<file path="src/shared/frs_pkg.sv">
`default_nettype none
package frs_pkg;
    // Register indices on the plain register port
    localparam logic [3:0] FRS_ADDR_SELECT = 4'h0;
    localparam logic [3:0] FRS_ADDR_LIMIT = 4'h1;
    localparam logic [3:0] FRS_ADDR_DELAY = 4'h2;
    localparam logic [3:0] FRS_ADDR_SUCCESS = 4'h3;
    localparam logic [3:0] FRS_ADDR_COAST = 4'h4;
    localparam logic [3:0] FRS_ADDR_STATUS = 4'h5;
    localparam logic [3:0] FRS_ADDR_FIRST = 4'h6;
    localparam logic [3:0] FRS_ADDR_FMAP = 4'h7;
    // Reset values
    localparam logic [2:0] FRS_SELECT_RST = 3'h0;
    localparam logic [6:0] FRS_LIMIT_RST = 7'h00;
    localparam logic [6:0] FRS_DELAY_RST = 7'h0a;   // 1 s in 0.1 s units
    localparam logic [15:0] FRS_COAST_RST = 16'h270f; // 9999, disabled
    localparam logic [7:0] FRS_FMAP_RST = 8'h40;     // 64, positive logic
    // Setting ranges
    localparam logic [2:0] FRS_SELECT_MAX = 3'h5;
    localparam logic [6:0] FRS_LIMIT_LO_MAX = 7'h0a;   // 10
    localparam logic [6:0] FRS_LIMIT_HI_MIN = 7'h65;   // 101
    localparam logic [6:0] FRS_LIMIT_HI_MAX = 7'h6e;   // 110
    localparam logic [6:0] FRS_LIMIT_HI_OFS = 7'h64;   // 100
    localparam logic [6:0] FRS_DELAY_MAX = 7'h64;      // 10 s
    localparam logic [15:0] FRS_COAST_OFF = 16'h270f;  // 9999
    localparam logic [7:0] FRS_FMAP_POS = 8'h40;       // 64
    localparam logic [7:0] FRS_FMAP_NEG = 8'ha4;       // 164
    localparam logic [2:0] FRS_SUCCESS_MULT = 3'h4;
    // Time base: one delay unit is 100 ms at 40 MHz
    localparam int FRS_CLK_HZ = 40000000;
    localparam int FRS_UNIT_MS = 100;
    localparam int FRS_UNIT_CYC = FRS_CLK_HZ / 1000 * FRS_UNIT_MS;
    // Fault class encoding on i_fault_class
    localparam int FRS_NCLASS = 25;
    // Eligibility masks, one bit per fault class, index 0 = class 0
    localparam logic [24:0] FRS_MASK0 = 25'h1ffffff;
    localparam logic [24:0] FRS_MASK1 = 25'h0000007;
    localparam logic [24:0] FRS_MASK2 = 25'h0000038;
    localparam logic [24:0] FRS_MASK3 = 25'h000003f;
    localparam logic [24:0] FRS_MASK4 = 25'h1fbef3f;
    localparam logic [24:0] FRS_MASK5 = 25'h0000005;
endpackage : frs_pkg
`default_nettype wire

</file>
<file path="src/hw/frs_fault_retry_sequencer.sv">
// The address-and-strobe port and the register addresses were chosen for this implementation.
`default_nettype none
module frs_fault_retry_sequencer #(
    parameter int UNIT_CYC = frs_pkg::FRS_UNIT_CYC
) (
    input wire logic i_clk,
    input wire logic i_resetn,
    input wire logic [3:0] i_addr,
    input wire logic [15:0] i_wdata,
    input wire logic i_wr,
    input wire logic i_rd,
    output logic [15:0] o_rdata,
    input wire logic i_fault,
    input wire logic [4:0] i_fault_class,
    input wire logic i_fault_injected,
    output logic o_fault_reset,
    output logic o_restart,
    output logic o_restart_flying,
    output logic o_fault_out,
    output logic o_retry_excess_fault,
    output logic o_retry_active_out
);
    typedef enum logic [3:0] {
        FRS_IDLE = 4'b0001,
        FRS_WAIT = 4'b0010,
        FRS_RUN = 4'b0100,
        FRS_TRIP = 4'b1000
    } frs_state_e;

    typedef struct packed {
        frs_state_e st;
        logic [2:0] flt_q;
        logic [9:0] cls_q;
        logic [1:0] inj_q;
        logic [2:0] sel;
        logic [6:0] lim;
        logic [6:0] dly;
        logic [15:0] coast;
        logic [7:0] fmap;
        logic [15:0] succ;
        logic [6:0] fails;
        logic [4:0] first;
        logic first_vld;
        logic [23:0] sub;
        logic [9:0] units;
        logic [15:0] rdata;
        logic fault_reset;
        logic restart;
        logic flying;
        logic fault_out;
        logic excess;
        logic active_raw;
        logic active;
    } frs_s;

    frs_s r_reg;
    frs_s r_next;

    // Eligibility of a fault class under a select value
    function automatic logic frs_eligible(input logic [2:0] sel,
                                          input logic [4:0] cls);
        logic [24:0] m;
        m = '0;
        case (sel)
            3'h0: m = frs_pkg::FRS_MASK0;
            3'h1: m = frs_pkg::FRS_MASK1;
            3'h2: m = frs_pkg::FRS_MASK2;
            3'h3: m = frs_pkg::FRS_MASK3;
            3'h4: m = frs_pkg::FRS_MASK4;
            3'h5: m = frs_pkg::FRS_MASK5;
            default: m = '0;
        endcase
        frs_eligible = (cls < 5'(frs_pkg::FRS_NCLASS)) ? m[cls] : 1'b0;
    endfunction

    logic lim_hi;
    logic [6:0] lim_eff;
    logic fault_s;
    logic fault_rise;
    logic [4:0] cls_s;
    logic inj_s;
    logic elig;
    logic [9:0] succ_units;

    // Decode of limit setting and fault eligibility
    always_comb begin
        lim_hi = (r_reg.lim >= frs_pkg::FRS_LIMIT_HI_MIN);
        lim_eff = lim_hi ? (r_reg.lim - frs_pkg::FRS_LIMIT_HI_OFS)
                         : r_reg.lim;
        fault_s = r_reg.flt_q[1];
        // A new fault in run is a rise of the synchronised level
        fault_rise = r_reg.flt_q[1] && !r_reg.flt_q[2];
        cls_s = r_reg.cls_q[9:5];
        inj_s = r_reg.inj_q[1];
        elig = frs_eligible(r_reg.sel, cls_s) && !inj_s;
        succ_units = 10'(r_reg.dly) * 10'(frs_pkg::FRS_SUCCESS_MULT);
    end

    // Next-state logic: registers, sequencer and outputs
    always_comb begin
        r_next = r_reg;
        // Two-stage synchronisers; flt_q[2] only feeds the edge detect
        r_next.flt_q = {r_reg.flt_q[1:0], i_fault};
        r_next.cls_q = {r_reg.cls_q[4:0], i_fault_class};
        r_next.inj_q = {r_reg.inj_q[0], i_fault_injected};
        r_next.fault_reset = 1'b0;
        r_next.restart = 1'b0;
        r_next.rdata = '0;
        // Unit timer runs in 100 ms ticks
        if (r_reg.sub == 24'(UNIT_CYC - 1)) begin
            r_next.sub = '0;
            if (r_reg.units != '1) begin
                r_next.units = r_reg.units + 10'h001;
            end
        end else begin
            r_next.sub = r_reg.sub + 24'h000001;
        end
        // Register writes; out-of-range values are ignored
        if (i_wr) begin
            case (i_addr)
                frs_pkg::FRS_ADDR_SELECT: begin
                    if (i_wdata[2:0] <= frs_pkg::FRS_SELECT_MAX &&
                        i_wdata[15:3] == '0) begin
                        r_next.sel = i_wdata[2:0];
                    end
                end
                frs_pkg::FRS_ADDR_LIMIT: begin
                    if (i_wdata[15:7] == '0 &&
                        (i_wdata[6:0] <= frs_pkg::FRS_LIMIT_LO_MAX ||
                        (i_wdata[6:0] >= frs_pkg::FRS_LIMIT_HI_MIN &&
                         i_wdata[6:0] <= frs_pkg::FRS_LIMIT_HI_MAX))) begin
                        r_next.lim = i_wdata[6:0];
                    end
                end
                frs_pkg::FRS_ADDR_DELAY: begin
                    if (i_wdata[15:7] == '0 &&
                        i_wdata[6:0] <= frs_pkg::FRS_DELAY_MAX) begin
                        r_next.dly = i_wdata[6:0];
                    end
                end
                frs_pkg::FRS_ADDR_SUCCESS: begin
                    if (i_wdata == '0) begin
                        r_next.succ = '0;
                    end
                end
                frs_pkg::FRS_ADDR_COAST: r_next.coast = i_wdata;
                frs_pkg::FRS_ADDR_FMAP: begin
                    if (i_wdata[7:0] == frs_pkg::FRS_FMAP_POS ||
                        i_wdata[7:0] == frs_pkg::FRS_FMAP_NEG) begin
                        r_next.fmap = i_wdata[7:0];
                    end
                end
                default: ;
            endcase
        end
        // Sequencer
        case (r_reg.st)
            FRS_IDLE: begin
                if (fault_s) begin
                    r_next.first = cls_s;
                    r_next.first_vld = 1'b1;
                    if (r_reg.lim != '0 && elig) begin
                        r_next.st = FRS_WAIT;
                        r_next.sub = '0;
                        r_next.units = '0;
                        r_next.active_raw = 1'b1;
                        r_next.fault_out = lim_hi;
                    end else begin
                        r_next.st = FRS_TRIP;
                        r_next.fault_out = 1'b1;
                    end
                end
            end
            FRS_WAIT: begin
                if (fault_s && !elig) begin
                    r_next.st = FRS_TRIP;
                    r_next.fault_out = 1'b1;
                    r_next.active_raw = 1'b0;
                end else if (r_reg.units >= 10'(r_reg.dly)) begin
                    r_next.st = FRS_RUN;
                    r_next.fault_reset = 1'b1;
                    r_next.restart = 1'b1;
                    r_next.sub = '0;
                    r_next.units = '0;
                    r_next.fails = r_reg.fails + 7'h01;
                    r_next.fault_out = 1'b0;
                end
            end
            FRS_RUN: begin
                // Old fault lingers in the synchroniser; only a rise counts
                if (fault_rise) begin
                    if (r_reg.fails >= lim_eff || !elig) begin
                        r_next.st = FRS_TRIP;
                        r_next.fault_out = 1'b1;
                        r_next.excess = elig;
                        r_next.active_raw = 1'b0;
                    end else begin
                        r_next.st = FRS_WAIT;
                        r_next.sub = '0;
                        r_next.units = '0;
                        r_next.fault_out = lim_hi;
                    end
                end else if (!fault_s &&
                             (r_reg.units > succ_units ||
                              (r_reg.units == succ_units &&
                               r_reg.sub != '0))) begin
                    r_next.st = FRS_IDLE;
                    r_next.succ = r_reg.succ + 16'h0001;
                    r_next.fails = '0;
                    r_next.active_raw = 1'b0;
                    r_next.first_vld = 1'b0;
                end
            end
            FRS_TRIP: begin
                // Leaves only after outside reset clears the fault
                if (!fault_s && !inj_s) begin
                    r_next.st = FRS_IDLE;
                    r_next.fault_out = 1'b0;
                    r_next.excess = 1'b0;
                    r_next.fails = '0;
                    r_next.first_vld = 1'b0;
                end
            end
            default: r_next.st = FRS_IDLE;
        endcase
        r_next.flying = (r_reg.coast != frs_pkg::FRS_COAST_OFF);
        r_next.active = (r_reg.fmap == frs_pkg::FRS_FMAP_NEG)
                        ? !r_next.active_raw : r_next.active_raw;
        // Read data, one cycle later
        if (i_rd) begin
            case (i_addr)
                frs_pkg::FRS_ADDR_SELECT: r_next.rdata = 16'(r_reg.sel);
                frs_pkg::FRS_ADDR_LIMIT: r_next.rdata = 16'(r_reg.lim);
                frs_pkg::FRS_ADDR_DELAY: r_next.rdata = 16'(r_reg.dly);
                frs_pkg::FRS_ADDR_SUCCESS: r_next.rdata = r_reg.succ;
                frs_pkg::FRS_ADDR_COAST: r_next.rdata = r_reg.coast;
                frs_pkg::FRS_ADDR_STATUS:
                    r_next.rdata = {5'h00, r_reg.fails, r_reg.st};
                frs_pkg::FRS_ADDR_FIRST:
                    r_next.rdata = {10'h000, r_reg.first_vld, r_reg.first};
                frs_pkg::FRS_ADDR_FMAP: r_next.rdata = 16'(r_reg.fmap);
                default: r_next.rdata = '0;
            endcase
        end
    end

    // State register
    always_ff @(posedge i_clk or negedge i_resetn) begin
        if (!i_resetn) begin
            r_reg <= '{st: FRS_IDLE, flt_q: 3'h0, cls_q: 10'h000,
                       inj_q: 2'h0,
                       sel: frs_pkg::FRS_SELECT_RST,
                       lim: frs_pkg::FRS_LIMIT_RST,
                       dly: frs_pkg::FRS_DELAY_RST,
                       coast: frs_pkg::FRS_COAST_RST,
                       fmap: frs_pkg::FRS_FMAP_RST,
                       succ: 16'h0000, fails: 7'h00, first: 5'h00,
                       first_vld: 1'b0, sub: 24'h000000, units: 10'h000,
                       rdata: 16'h0000, fault_reset: 1'b0, restart: 1'b0,
                       flying: 1'b0, fault_out: 1'b0, excess: 1'b0,
                       active_raw: 1'b0, active: 1'b0};
        end else begin
            r_reg <= r_next;
        end
    end

    // Outputs straight from flip-flops
    assign o_rdata = r_reg.rdata;
    assign o_fault_reset = r_reg.fault_reset;
    assign o_restart = r_reg.restart;
    assign o_restart_flying = r_reg.flying;
    assign o_fault_out = r_reg.fault_out;
    assign o_retry_excess_fault = r_reg.excess;
    assign o_retry_active_out = r_reg.active;
endmodule // frs_fault_retry_sequencer
`default_nettype wire

</file>
<file path="config.mk">
export PLATFORM = sky130hd
export DESIGN_NAME = frs_fault_retry_sequencer
export DESIGN_NICKNAME = d
export VERILOG_FILES = /design/src/shared/frs_pkg.sv /design/src/hw/frs_fault_retry_sequencer.sv
export SDC_FILE = /design/constraint.sdc
export NUM_CORES = 1
export LEC_CHECK = 0
export BUFFER_PORTS_ARGS = -buffer_cell sky130_fd_sc_hd__buf_2
export CAP_MARGIN = 40
export CORE_ASPECT_RATIO = 1.1
export CORE_MARGIN = 2
export CORE_UTILIZATION = 40
export DETAILED_ROUTE_END_ITERATION = 12
export GPL_TIMING_DRIVEN = 0
export PLACE_DENSITY = 0.64
export SLEW_MARGIN = 20
export SYNTH_ARGS = -nofsm -noshare
export SYNTH_HDL_FRONTEND = slang
export SYNTH_SLANG_ARGS = --single-unit
</file>
<file path="constraint.sdc">
create_clock -name i_clk -period 3.4 [get_ports i_clk]
set_clock_uncertainty 0.1 [all_clocks]
set_input_delay 0.34 -clock i_clk [delete_from_list [all_inputs] [get_ports i_clk]]
set_output_delay 0.34 -clock i_clk [all_outputs]
set_load 0.005 [all_outputs]
</file>
==> report_table.html, run 1 <==
<table>
<tr><th>Metric</th><th>Value</th></tr>
<tr><th colspan="2">Worst setup path</th></tr>
<tr><td>Critical path type</td><td>reg2reg</td></tr>
<tr><td>Cells traversed along the worst timing path</td><td>inv_1, ha_1, nor2b_1, o22ai_1, a21oi_1, nand2_1, xor2_1, ha_1, a21o_1, a21oi_1, o21a_1, a21oi_1, o31a_1, mux2_2</td></tr>
<tr><td>Delay-heaviest family, CP</td><td>compound AO/OA/AOI/OAI gates</td></tr>
<tr><td>Beginning of the worst register-to-register path</td><td>r_reg[120]</td></tr>
<tr><td>Type of element launching the critical path</td><td>flop</td></tr>
<tr><td>Critical Path Start</td><td>r_reg[120]</td></tr>
<tr><td>Depth of the worst register-to-register path</td><td>14</td></tr>
<tr><td>Largest stage delay, worst path</td><td>440 ps</td></tr>
<tr><td>Data arrival time of the worst path</td><td>3320 ps</td></tr>
<tr><td>Most numerous cell on the critical path</td><td>sky130_fd_sc_hd__a21oi_1</td></tr>
<tr><td>Required time worst endpoint</td><td>3610 ps</td></tr>
<tr><td>Total stage count of the critical path</td><td>14</td></tr>
<tr><td>Type of destination of the critical path</td><td>flop</td></tr>
<tr><td>Setup slack on the worst flop-to-flop path</td><td>290 ps</td></tr>
<tr><td>Critical path's slowest cell</td><td>sky130_fd_sc_hd__dfrtp_1</td></tr>
<tr><td>Setup crit end</td><td>o_fault_out</td></tr>
<tr><td>Buffers plus inverters on the worst setup path</td><td>1</td></tr>
<tr><td>R2R Path End</td><td>o_fault_out</td></tr>
<tr><td>Highest fanout seen on the critical path</td><td>5</td></tr>
<tr><th colspan="2">Place</th></tr>
<tr><td>Cell Count Post-Placement</td><td>1064</td></tr>
<tr><td>Placed inst area</td><td>8500 sq um</td></tr>
<tr><td>Post-DP HPWL</td><td>13600 um</td></tr>
<tr><td>Final weighted congestion of routability-driven global placement</td><td>0.901</td></tr>
<tr><td>Port Buffers</td><td>45</td></tr>
<tr><th colspan="2">Worst hold path</th></tr>
<tr><td>Min-delay worst type</td><td>in2reg</td></tr>
<tr><th colspan="2">Drt</th></tr>
<tr><td>DRC</td><td>0</td></tr>
<tr><td>Wirelength, routed</td><td>18700 um</td></tr>
<tr><td>Total via count in the routed design</td><td>6157</td></tr>
<tr><td>Count of routing violations after the opening detailed-route iteration</td><td>435</td></tr>
<tr><td>Wire length per cell after detailed routing</td><td>16.9 um</td></tr>
<tr><td>Vias per std cell</td><td>5.57</td></tr>
<tr><td>Number of detailed-routing iterations run before antenna repair</td><td>5</td></tr>
<tr><td>Final ANT Viol Nets</td><td>0</td></tr>
<tr><th colspan="2">STA</th></tr>
<tr><td>Fmax</td><td>321 MHz</td></tr>
<tr><td>Total negative setup slack</td><td>0 ps</td></tr>
<tr><td>Total count of hold-check failures in the final report</td><td>0</td></tr>
<tr><td>Worst Max-Slew Pin Slew</td><td>810 ps</td></tr>
<tr><td>Relative slew slack</td><td>45.9%</td></tr>
<tr><td>Count of final setup violators</td><td>0</td></tr>
<tr><td>Final max-slew violation count</td><td>0</td></tr>
<tr><td>Worst-case hold slack</td><td>61.7 ps</td></tr>
<tr><td>Unrepaired setup endpoints after global routing</td><td>false</td></tr>
<tr><td>Post-route fraction of the period consumed by the critical path</td><td>91.5%</td></tr>
<tr><td>Final critical path time including I/O delays and setup</td><td>3110 ps</td></tr>
<tr><th colspan="2">Global route</th></tr>
<tr><td>Global-route wire length before repair</td><td>31200 um</td></tr>
<tr><td>Vias in the first global route</td><td>5919</td></tr>
<tr><td>Global-route total usage across every layer</td><td>18.6%</td></tr>
<tr><td>Number of antenna violations at the first check in global routing</td><td>0</td></tr>
<tr><td>Residual overflow from global routing</td><td>0</td></tr>
<tr><td>Largest net degree at the start of global routing</td><td>74</td></tr>
<tr><th colspan="2">Cells and area</th></tr>
<tr><td>Post-layout instance area</td><td>9180 sq um</td></tr>
<tr><td>Share of layout cells above drive strength 1</td><td>21.7%</td></tr>
<tr><td>Synth-to-Final Area Change</td><td>15.9%</td></tr>
<tr><td>Count of placed standard cells in the final layout, fillers left out</td><td>1105</td></tr>
<tr><td>Flip-flop count of the largest register after layout</td><td>110</td></tr>
<tr><td>Count of inserted antenna diode cells</td><td>0</td></tr>
<tr><td>Nets</td><td>905</td></tr>
<tr><th colspan="2">Synthesis</th></tr>
<tr><td>Number of warnings reported in the yosys synthesis log</td><td>0</td></tr>
<tr><td>Synth Flop Type</td><td>sky130_fd_sc_hd__dfrtp_1</td></tr>
<tr><td>Synthesized netlist cell count</td><td>770</td></tr>
<tr><td>Share of async-settable or async-resettable flops after synthesis</td><td>100%</td></tr>
<tr><td>Synthesized net count</td><td>830</td></tr>
<tr><td>Register area share after synthesis</td><td>46.0%</td></tr>
<tr><td>EDFF count, synth</td><td>0</td></tr>
<tr><td>Post-synthesis cell type count</td><td>87</td></tr>
<tr><td>Synth Register Bits</td><td>145</td></tr>
<tr><td>Post-Synthesis Cell Area</td><td>7920 sq um</td></tr>
<tr><td>Synth Area per Inst</td><td>10.3 sq um</td></tr>
<tr><th colspan="2">Power</th></tr>
<tr><td>VDD IR-drop max</td><td>0.000334 V</td></tr>
<tr><td>Lkg Pwr</td><td>4.00 nW</td></tr>
<tr><td>Power per Cell Area</td><td>492 nW/um^2</td></tr>
<tr><td>Total Power</td><td>4.52 mW</td></tr>
<tr><th colspan="2">Die</th></tr>
<tr><td>Placement row count</td><td>53</td></tr>
<tr><td>Effective utilization at floorplan</td><td>41.0%</td></tr>
<tr><td>Number of placed I/O pins</td><td>53</td></tr>
<tr><td>Area enclosed by the die boundary</td><td>20900 sq um</td></tr>
<tr><td>Height of the die</td><td>152 um</td></tr>
<tr><td>Area of the core region</td><td>19300 sq um</td></tr>
<tr><td>Width of the die</td><td>138 um</td></tr>
<tr><th colspan="2">Clock network</th></tr>
<tr><td>Sinks on Clock Net</td><td>145</td></tr>
<tr><td>H-tree lvl count</td><td>4</td></tr>
<tr><td>Clock insertion delay at the later pin of the skew report</td><td>430 ps</td></tr>
<tr><td>Number of buffers created by CTS</td><td>17</td></tr>
<tr><td>Clock-pin slew on the worst setup and hold paths</td><td>70 ps</td></tr>
<tr><td>CTS Root Cell</td><td>sky130_fd_sc_hd__clkbuf_16</td></tr>
<tr><td>Clock tree from TritonCTS</td><td>done</td></tr>
<tr><td>Number of buffers on the longest clock path</td><td>2</td></tr>
<tr><td>CTS-repair resized insts</td><td>0</td></tr>
<tr><th colspan="2">Run</th></tr>
<tr><td>Maximum Capacitance Violations</td><td>0</td></tr>
<tr><th colspan="2">Run status</th></tr>
<tr><td>Status</td><td>completed</td></tr>
</table>
## report_power, final
group	total, mW	switching [mW]	internal (mW)	leakage [nW]
Combinational	0.598	0.320	0.278	1.90
Sequential	2.04	0.153	1.89	1.81
Clock	1.88	0.805	1.07	0.284
## layout by cell type, fill, tap and decap left out, types with 11 or more instances in the layout
master,synthesis,layout
sky130_fd_sc_hd__a21oi_1,33,33
sky130_fd_sc_hd__a22oi_1,16,16
sky130_fd_sc_hd__and2_1,11,11
sky130_fd_sc_hd__buf_2,4,50
sky130_fd_sc_hd__buf_4,19,19
sky130_fd_sc_hd__clkbuf_16,0,17
sky130_fd_sc_hd__dfrtp_1,133,133
sky130_fd_sc_hd__dfstp_2,12,12
sky130_fd_sc_hd__ha_1,29,29
sky130_fd_sc_hd__inv_1,27,27
sky130_fd_sc_hd__mux2_2,31,31
sky130_fd_sc_hd__nand2_1,53,53
sky130_fd_sc_hd__nand2b_1,17,17
sky130_fd_sc_hd__nand3_1,24,24
sky130_fd_sc_hd__nand4_1,13,13
sky130_fd_sc_hd__nor2_1,88,88
sky130_fd_sc_hd__nor3_1,12,12
sky130_fd_sc_hd__o21ai_0,25,25
sky130_fd_sc_hd__o21ai_1,23,23
sky130_fd_sc_hd__xnor2_1,17,17
sky130_fd_sc_hd__xor2_1,14,14
## per-layer routing
| layer | vias up | global-route usage, % | share of wire (%) |
|---|---|---|---|
| li1 | 2946 | - | - |
| met1 | 3026 | 25.4 | 48 |
| met2 | 159 | 29.6 | 46 |
| met3 | 26 | 3.65 | 4.1 |
| met4 | 0 | 6.99 | 1.9 |
| met5 | - | 0 | 0 |
## through the flow
stage,utilization (%),setup slack (ps)
CTS,47.5,315
global placement,43.8,-265
finish,47.6,288
global route,47.6,120
floorplan,-,703
detailed placement,44.0,366
## synth_stat cells, drive strengths merged (14+ instances only)
master	instances	area, sq um
dfrtp	133	3330
nor2	89	337
nand2	53	199
o21ai	51	274
mux2	36	405
a21oi	35	190
buf	29	223
ha	29	363
inv	28	108
nand3	25	130
nand2b	17	106
xnor2	17	149
a22oi	16	120
nand4	15	106
nor3	14	80.1
xor2	14	123
## worst reg2reg max path, cell delays in order, from the launching register on
cell	delay, ps
sky130_fd_sc_hd__dfrtp_1	440
sky130_fd_sc_hd__inv_1	110
sky130_fd_sc_hd__ha_1	130
sky130_fd_sc_hd__nor2b_1	180
sky130_fd_sc_hd__o22ai_1	140
sky130_fd_sc_hd__a21oi_1	250
sky130_fd_sc_hd__nand2_1	90
sky130_fd_sc_hd__xor2_1	150
sky130_fd_sc_hd__ha_1	180
sky130_fd_sc_hd__a21o_1	170
sky130_fd_sc_hd__a21oi_1	160
sky130_fd_sc_hd__o21a_1	260
sky130_fd_sc_hd__a21oi_1	110
sky130_fd_sc_hd__o31a_1	260
sky130_fd_sc_hd__mux2_2	260
## layout make-up
| type | count | area, sq um |
|---|---|---|
| Inverter | 28 | 108 |
| Clock buffer | 19 | 453 |
| Clock inverter | 13 | 141 |
| Timing Repair Buffer | 56 | 353 |
| Sequential cell | 145 | 3640 |
| Tap cell | 247 | 309 |
| Multi-Input combinational cell | 558 | 3910 |
| Buffer | 39 | 260 |
| Fill cell | 1768 | 10100 |
## worst min path at each step
stage / depth (start not counted) / from / slack [ps] / to
after floorplan: 0 / i_resetn / -60 / cls_s[0]
after global placement: 0 / r_next[128] / 230 / inj_s
final: 2 / i_wdata[12] / 60 / r_reg[106]
after CTS: 2 / i_wdata[12] / 40 / r_reg[106]
after global routing: 2 / i_wdata[11] / 50 / r_reg[105]
after detailed placement: 0 / r_next[136] / 230 / cls_s[2]
## cells by family (layout without fill, tap and decap cells)
| kind of cell | after synthesis | after routing | synth area share [%] |
|---|---|---|---|
| XOR/XNOR | 31 | 31 | 3.43 |
| AND/OR/NAND/NOR | 290 | 290 | 20.3 |
| adder cells (fa/ha/maj) | 29 | 29 | 4.58 |
| buffers and inverters | 67 | 155 | 4.64 |
| AO/OA/AOI/OAI | 166 | 166 | 15.0 |
| multiplexers | 42 | 42 | 6.03 |
| flip-flops | 145 | 145 | 46.0 |
## repair_timing
action | CTS | global route
buffers inserted | 0 | 0
hold buffers | 8 | 0
endpoints found under the setup margin | 0 | 0
hold endpoints to repair | 76 | 0
No activity file was read; power rests on OpenSTA's default activity.
==> run 2, diff against run 1 <==
- CTS_BUF_LIST: unset -> sky130_fd_sc_hd__clkbuf_8
==> run 2 against run 1 <==
  * Die area did not move
  * Power decreased by 11%
  * Routed wire length is essentially flat
  * Sequential share of layout area increased by 0.71 points
  * Non-clock buffer count is 3 higher
  * Critical path type unchanged
==> report_table.html, run 2 (synthesized netlist as in run 1, its figures left out) <==
<table>
<tr><th>Metric</th><th>Value</th></tr>
<tr><th colspan="2">Run status</th></tr>
<tr><td>Status</td><td>completed</td></tr>
<tr><th colspan="2">Die</th></tr>
<tr><td>Area of the core region</td><td>19300 sq um (unchanged)</td></tr>
<tr><td>Effective utilization at floorplan</td><td>41.0% (unchanged)</td></tr>
<tr><td>Area enclosed by the die boundary</td><td>20900 sq um (unchanged)</td></tr>
<tr><td>Number of placed I/O pins</td><td>53 (unchanged)</td></tr>
<tr><td>Height of the die</td><td>152 um (unchanged)</td></tr>
<tr><td>Placement row count</td><td>53 (unchanged)</td></tr>
<tr><td>Width of the die</td><td>138 um (unchanged)</td></tr>
<tr><th colspan="2">Drt</th></tr>
<tr><td>Total via count in the routed design</td><td>6120 (-0.60%)</td></tr>
<tr><td>DRC</td><td>0 (unchanged)</td></tr>
<tr><td>Number of detailed-routing iterations run before antenna repair</td><td>5 (unchanged)</td></tr>
<tr><td>Final ANT Viol Nets</td><td>0 (unchanged)</td></tr>
<tr><td>Wirelength, routed</td><td>18700 um (about the same)</td></tr>
<tr><td>Wire length per cell after detailed routing</td><td>16.9 um (-0.28%)</td></tr>
<tr><td>Count of routing violations after the opening detailed-route iteration</td><td>393 (-9.7%)</td></tr>
<tr><td>Vias per std cell</td><td>5.52 (-0.87%)</td></tr>
<tr><th colspan="2">Clock network</th></tr>
<tr><td>H-tree lvl count</td><td>4 (unchanged)</td></tr>
<tr><td>CTS Root Cell</td><td>sky130_fd_sc_hd__clkbuf_8</td></tr>
<tr><td>Clock tree from TritonCTS</td><td>done</td></tr>
<tr><td>Sinks on Clock Net</td><td>145 (unchanged)</td></tr>
<tr><td>Buffers inserted during post-CTS setup optimization</td><td>0 (unchanged)</td></tr>
<tr><td>Number of buffers created by CTS</td><td>17 (unchanged)</td></tr>
<tr><td>Number of buffers on the longest clock path</td><td>2 (unchanged)</td></tr>
<tr><td>Clock insertion delay at the later pin of the skew report</td><td>460 ps (+30 ps)</td></tr>
<tr><td>Clock-pin slew on the worst setup and hold paths</td><td>90 ps (+20 ps)</td></tr>
<tr><th colspan="2">Cells and area</th></tr>
<tr><td>Post-layout instance area</td><td>9020 sq um (-1.8%)</td></tr>
<tr><td>Nets</td><td>908 (+0.33%)</td></tr>
<tr><td>Most common cell after layout, fill and taps aside</td><td>sky130_fd_sc_hd__dfrtp_1</td></tr>
<tr><td>Count of inserted antenna diode cells</td><td>0 (unchanged)</td></tr>
<tr><td>Flip-flop count of the largest register after layout</td><td>110 (unchanged)</td></tr>
<tr><td>Share of layout cells above drive strength 1</td><td>21.6% (-0.076 points)</td></tr>
<tr><td>Commonest non-fill, non-tap cells in the layout</td><td>sky130_fd_sc_hd__dfrtp_1, sky130_fd_sc_hd__nor2_1, sky130_fd_sc_hd__nand2_1</td></tr>
<tr><td>End-of-flow core utilization</td><td>46.7% (-0.84 points)</td></tr>
<tr><td>Synth-to-Final Area Change</td><td>13.8%</td></tr>
<tr><th colspan="2">Power</th></tr>
<tr><td>Lkg Pwr</td><td>3.92 nW (-1.9%)</td></tr>
<tr><td>VDD IR-drop max</td><td>0.000280 V (-16%)</td></tr>
<tr><td>Power per Cell Area</td><td>447 nW/um^2 (-9.2%)</td></tr>
<tr><td>Total Power</td><td>4.03 mW (-11%)</td></tr>
<tr><th colspan="2">STA</th></tr>
<tr><td>Relative slew slack</td><td>47.7% (+1.8 points)</td></tr>
<tr><td>Worst Max-Slew Pin Slew</td><td>783 ps (-26.3 ps)</td></tr>
<tr><td>Count of final setup violators</td><td>0 (unchanged)</td></tr>
<tr><td>Final max-slew violation count</td><td>0 (unchanged)</td></tr>
<tr><td>Total negative setup slack</td><td>0 ps (unchanged)</td></tr>
<tr><td>Post-route fraction of the period consumed by the critical path</td><td>92.0% (+0.51 points)</td></tr>
<tr><td>Fmax</td><td>320 MHz (-0.55%)</td></tr>
<tr><td>Unrepaired setup endpoints after global routing</td><td>false</td></tr>
<tr><td>Total count of hold-check failures in the final report</td><td>0 (unchanged)</td></tr>
<tr><td>Setup slack after layout</td><td>271 ps (-17.2 ps)</td></tr>
<tr><td>Final critical path time including I/O delays and setup</td><td>3130 ps (+17.2 ps)</td></tr>
<tr><th colspan="2">Global route</th></tr>
<tr><td>Global-route wire length before repair</td><td>31000 um (-0.38%)</td></tr>
<tr><td>Largest net degree at the start of global routing</td><td>74 (unchanged)</td></tr>
<tr><td>Residual overflow from global routing</td><td>0 (unchanged)</td></tr>
<tr><td>Global-route total usage across every layer</td><td>18.6% (-0.048 points)</td></tr>
<tr><td>Vias in the first global route</td><td>5929 (+0.17%)</td></tr>
<tr><td>Number of antenna violations at the first check in global routing</td><td>0 (unchanged)</td></tr>
<tr><th colspan="2">Worst setup path</th></tr>
<tr><td>Largest stage delay, worst path</td><td>450 ps (about the same)</td></tr>
<tr><td>Required time worst endpoint</td><td>3650 ps (+40 ps)</td></tr>
<tr><td>Most numerous cell on the critical path</td><td>sky130_fd_sc_hd__a21oi_1</td></tr>
<tr><td>Type of destination of the critical path</td><td>flop</td></tr>
<tr><td>Cells traversed along the worst timing path</td><td>inv_1, ha_1, nor2b_1, o22ai_1, a21oi_1, nand2_1, xor2_1, ha_1, a21o_1, a21oi_1, o21a_1, a21oi_1, o31a_1, mux2_2</td></tr>
<tr><td>Critical path's slowest cell</td><td>sky130_fd_sc_hd__dfrtp_1</td></tr>
<tr><td>Highest fanout seen on the critical path</td><td>5 (unchanged)</td></tr>
<tr><td>Data arrival time of the worst path</td><td>3380 ps (+60 ps)</td></tr>
<tr><td>Delay-heaviest family, CP</td><td>compound AO/OA/AOI/OAI gates</td></tr>
<tr><td>Buffers plus inverters on the worst setup path</td><td>1 (unchanged)</td></tr>
<tr><td>Type of element launching the critical path</td><td>flop</td></tr>
<tr><td>Critical path type</td><td>reg2reg</td></tr>
<tr><th colspan="2">Run</th></tr>
<tr><td>Maximum Capacitance Violations</td><td>0 (unchanged)</td></tr>
<tr><th colspan="2">Place</th></tr>
<tr><td>Placed inst area</td><td>8500 sq um (unchanged)</td></tr>
<tr><td>Port Buffers</td><td>45 (unchanged)</td></tr>
<tr><td>Final weighted congestion of routability-driven global placement</td><td>0.901 (unchanged)</td></tr>
<tr><td>Post-DP HPWL</td><td>13600 um (unchanged)</td></tr>
<tr><td>Worst slack, placed</td><td>366 ps (unchanged)</td></tr>
<tr><th colspan="2">Worst hold path</th></tr>
<tr><td>Min-delay worst type</td><td>in2reg</td></tr>
</table>
run 2: cell count changes in the layout (fill, tap and decap cells not counted):
cell                            previous run  this run
sky130_fd_sc_hd__clkbuf_16                17         0
sky130_fd_sc_hd__clkbuf_8                  2        19
sky130_fd_sc_hd__dlygate4sd3_1             8        11
run 2: layout make-up:
class / count / area (sq um)
fillers: 1792 / 10300
flip-flops and latches: 145 / 3640
clock inverters: 13 / 141
clock buffers: 19 / 262
plain buffers: 39 / 260
inverters: 28 / 108
multi-input cells: 558 / 3910
repair buffers: 59 / 383
well taps: 247 / 309
run 2: final timing paths:
path | slack [ps] | startpoint | end | cells after the start
min reg2reg | 250 | r_next[128] | inj_s | 0
min | 30 | i_wdata[13] | r_reg[107] | 2
min in group asynchronous | 310 | i_resetn | r_reg[46] | 2
max | 270 | r_reg[120] | o_fault_out | 14
max reg2reg | 270 | r_reg[120] | o_fault_out | 14
max in group asynchronous | 2110 | i_resetn | r_reg[102] | 3
run 2: what timing repair did:
item / in CTS / in global routing
gates resized for setup: 0 / 0
hold buffers: 11 / 0
hold endpoints to repair: 79 / 0
run 2: layer usage:
| layer | vias to the layer above | global-route usage, % | wire (um) |
|---|---|---|---|
| li1 | 2946 | - | - |
| met1 | 2999 | 24.9 | 8850 |
| met2 | 145 | 29.5 | 8640 |
| met3 | 30 | 3.36 | 723 |
| met4 | 0 | 8.42 | 459 |
| met5 | - | 0 | 0 |
run 2: stage by stage:
step                      hold slack (ps)  cells
final                                25.8   1108
after global routing                 7.32   1108
after CTS                            4.16   1107
after detailed placement              235   1064
after global placement                232   1062
after floorplan                     -55.6    770
run 2: power by group:
group / switching [mW] / internal (mW)
Sequential: 0.152 / 1.89
Combinational: 0.320 / 0.280
Clock: 0.747 / 0.643
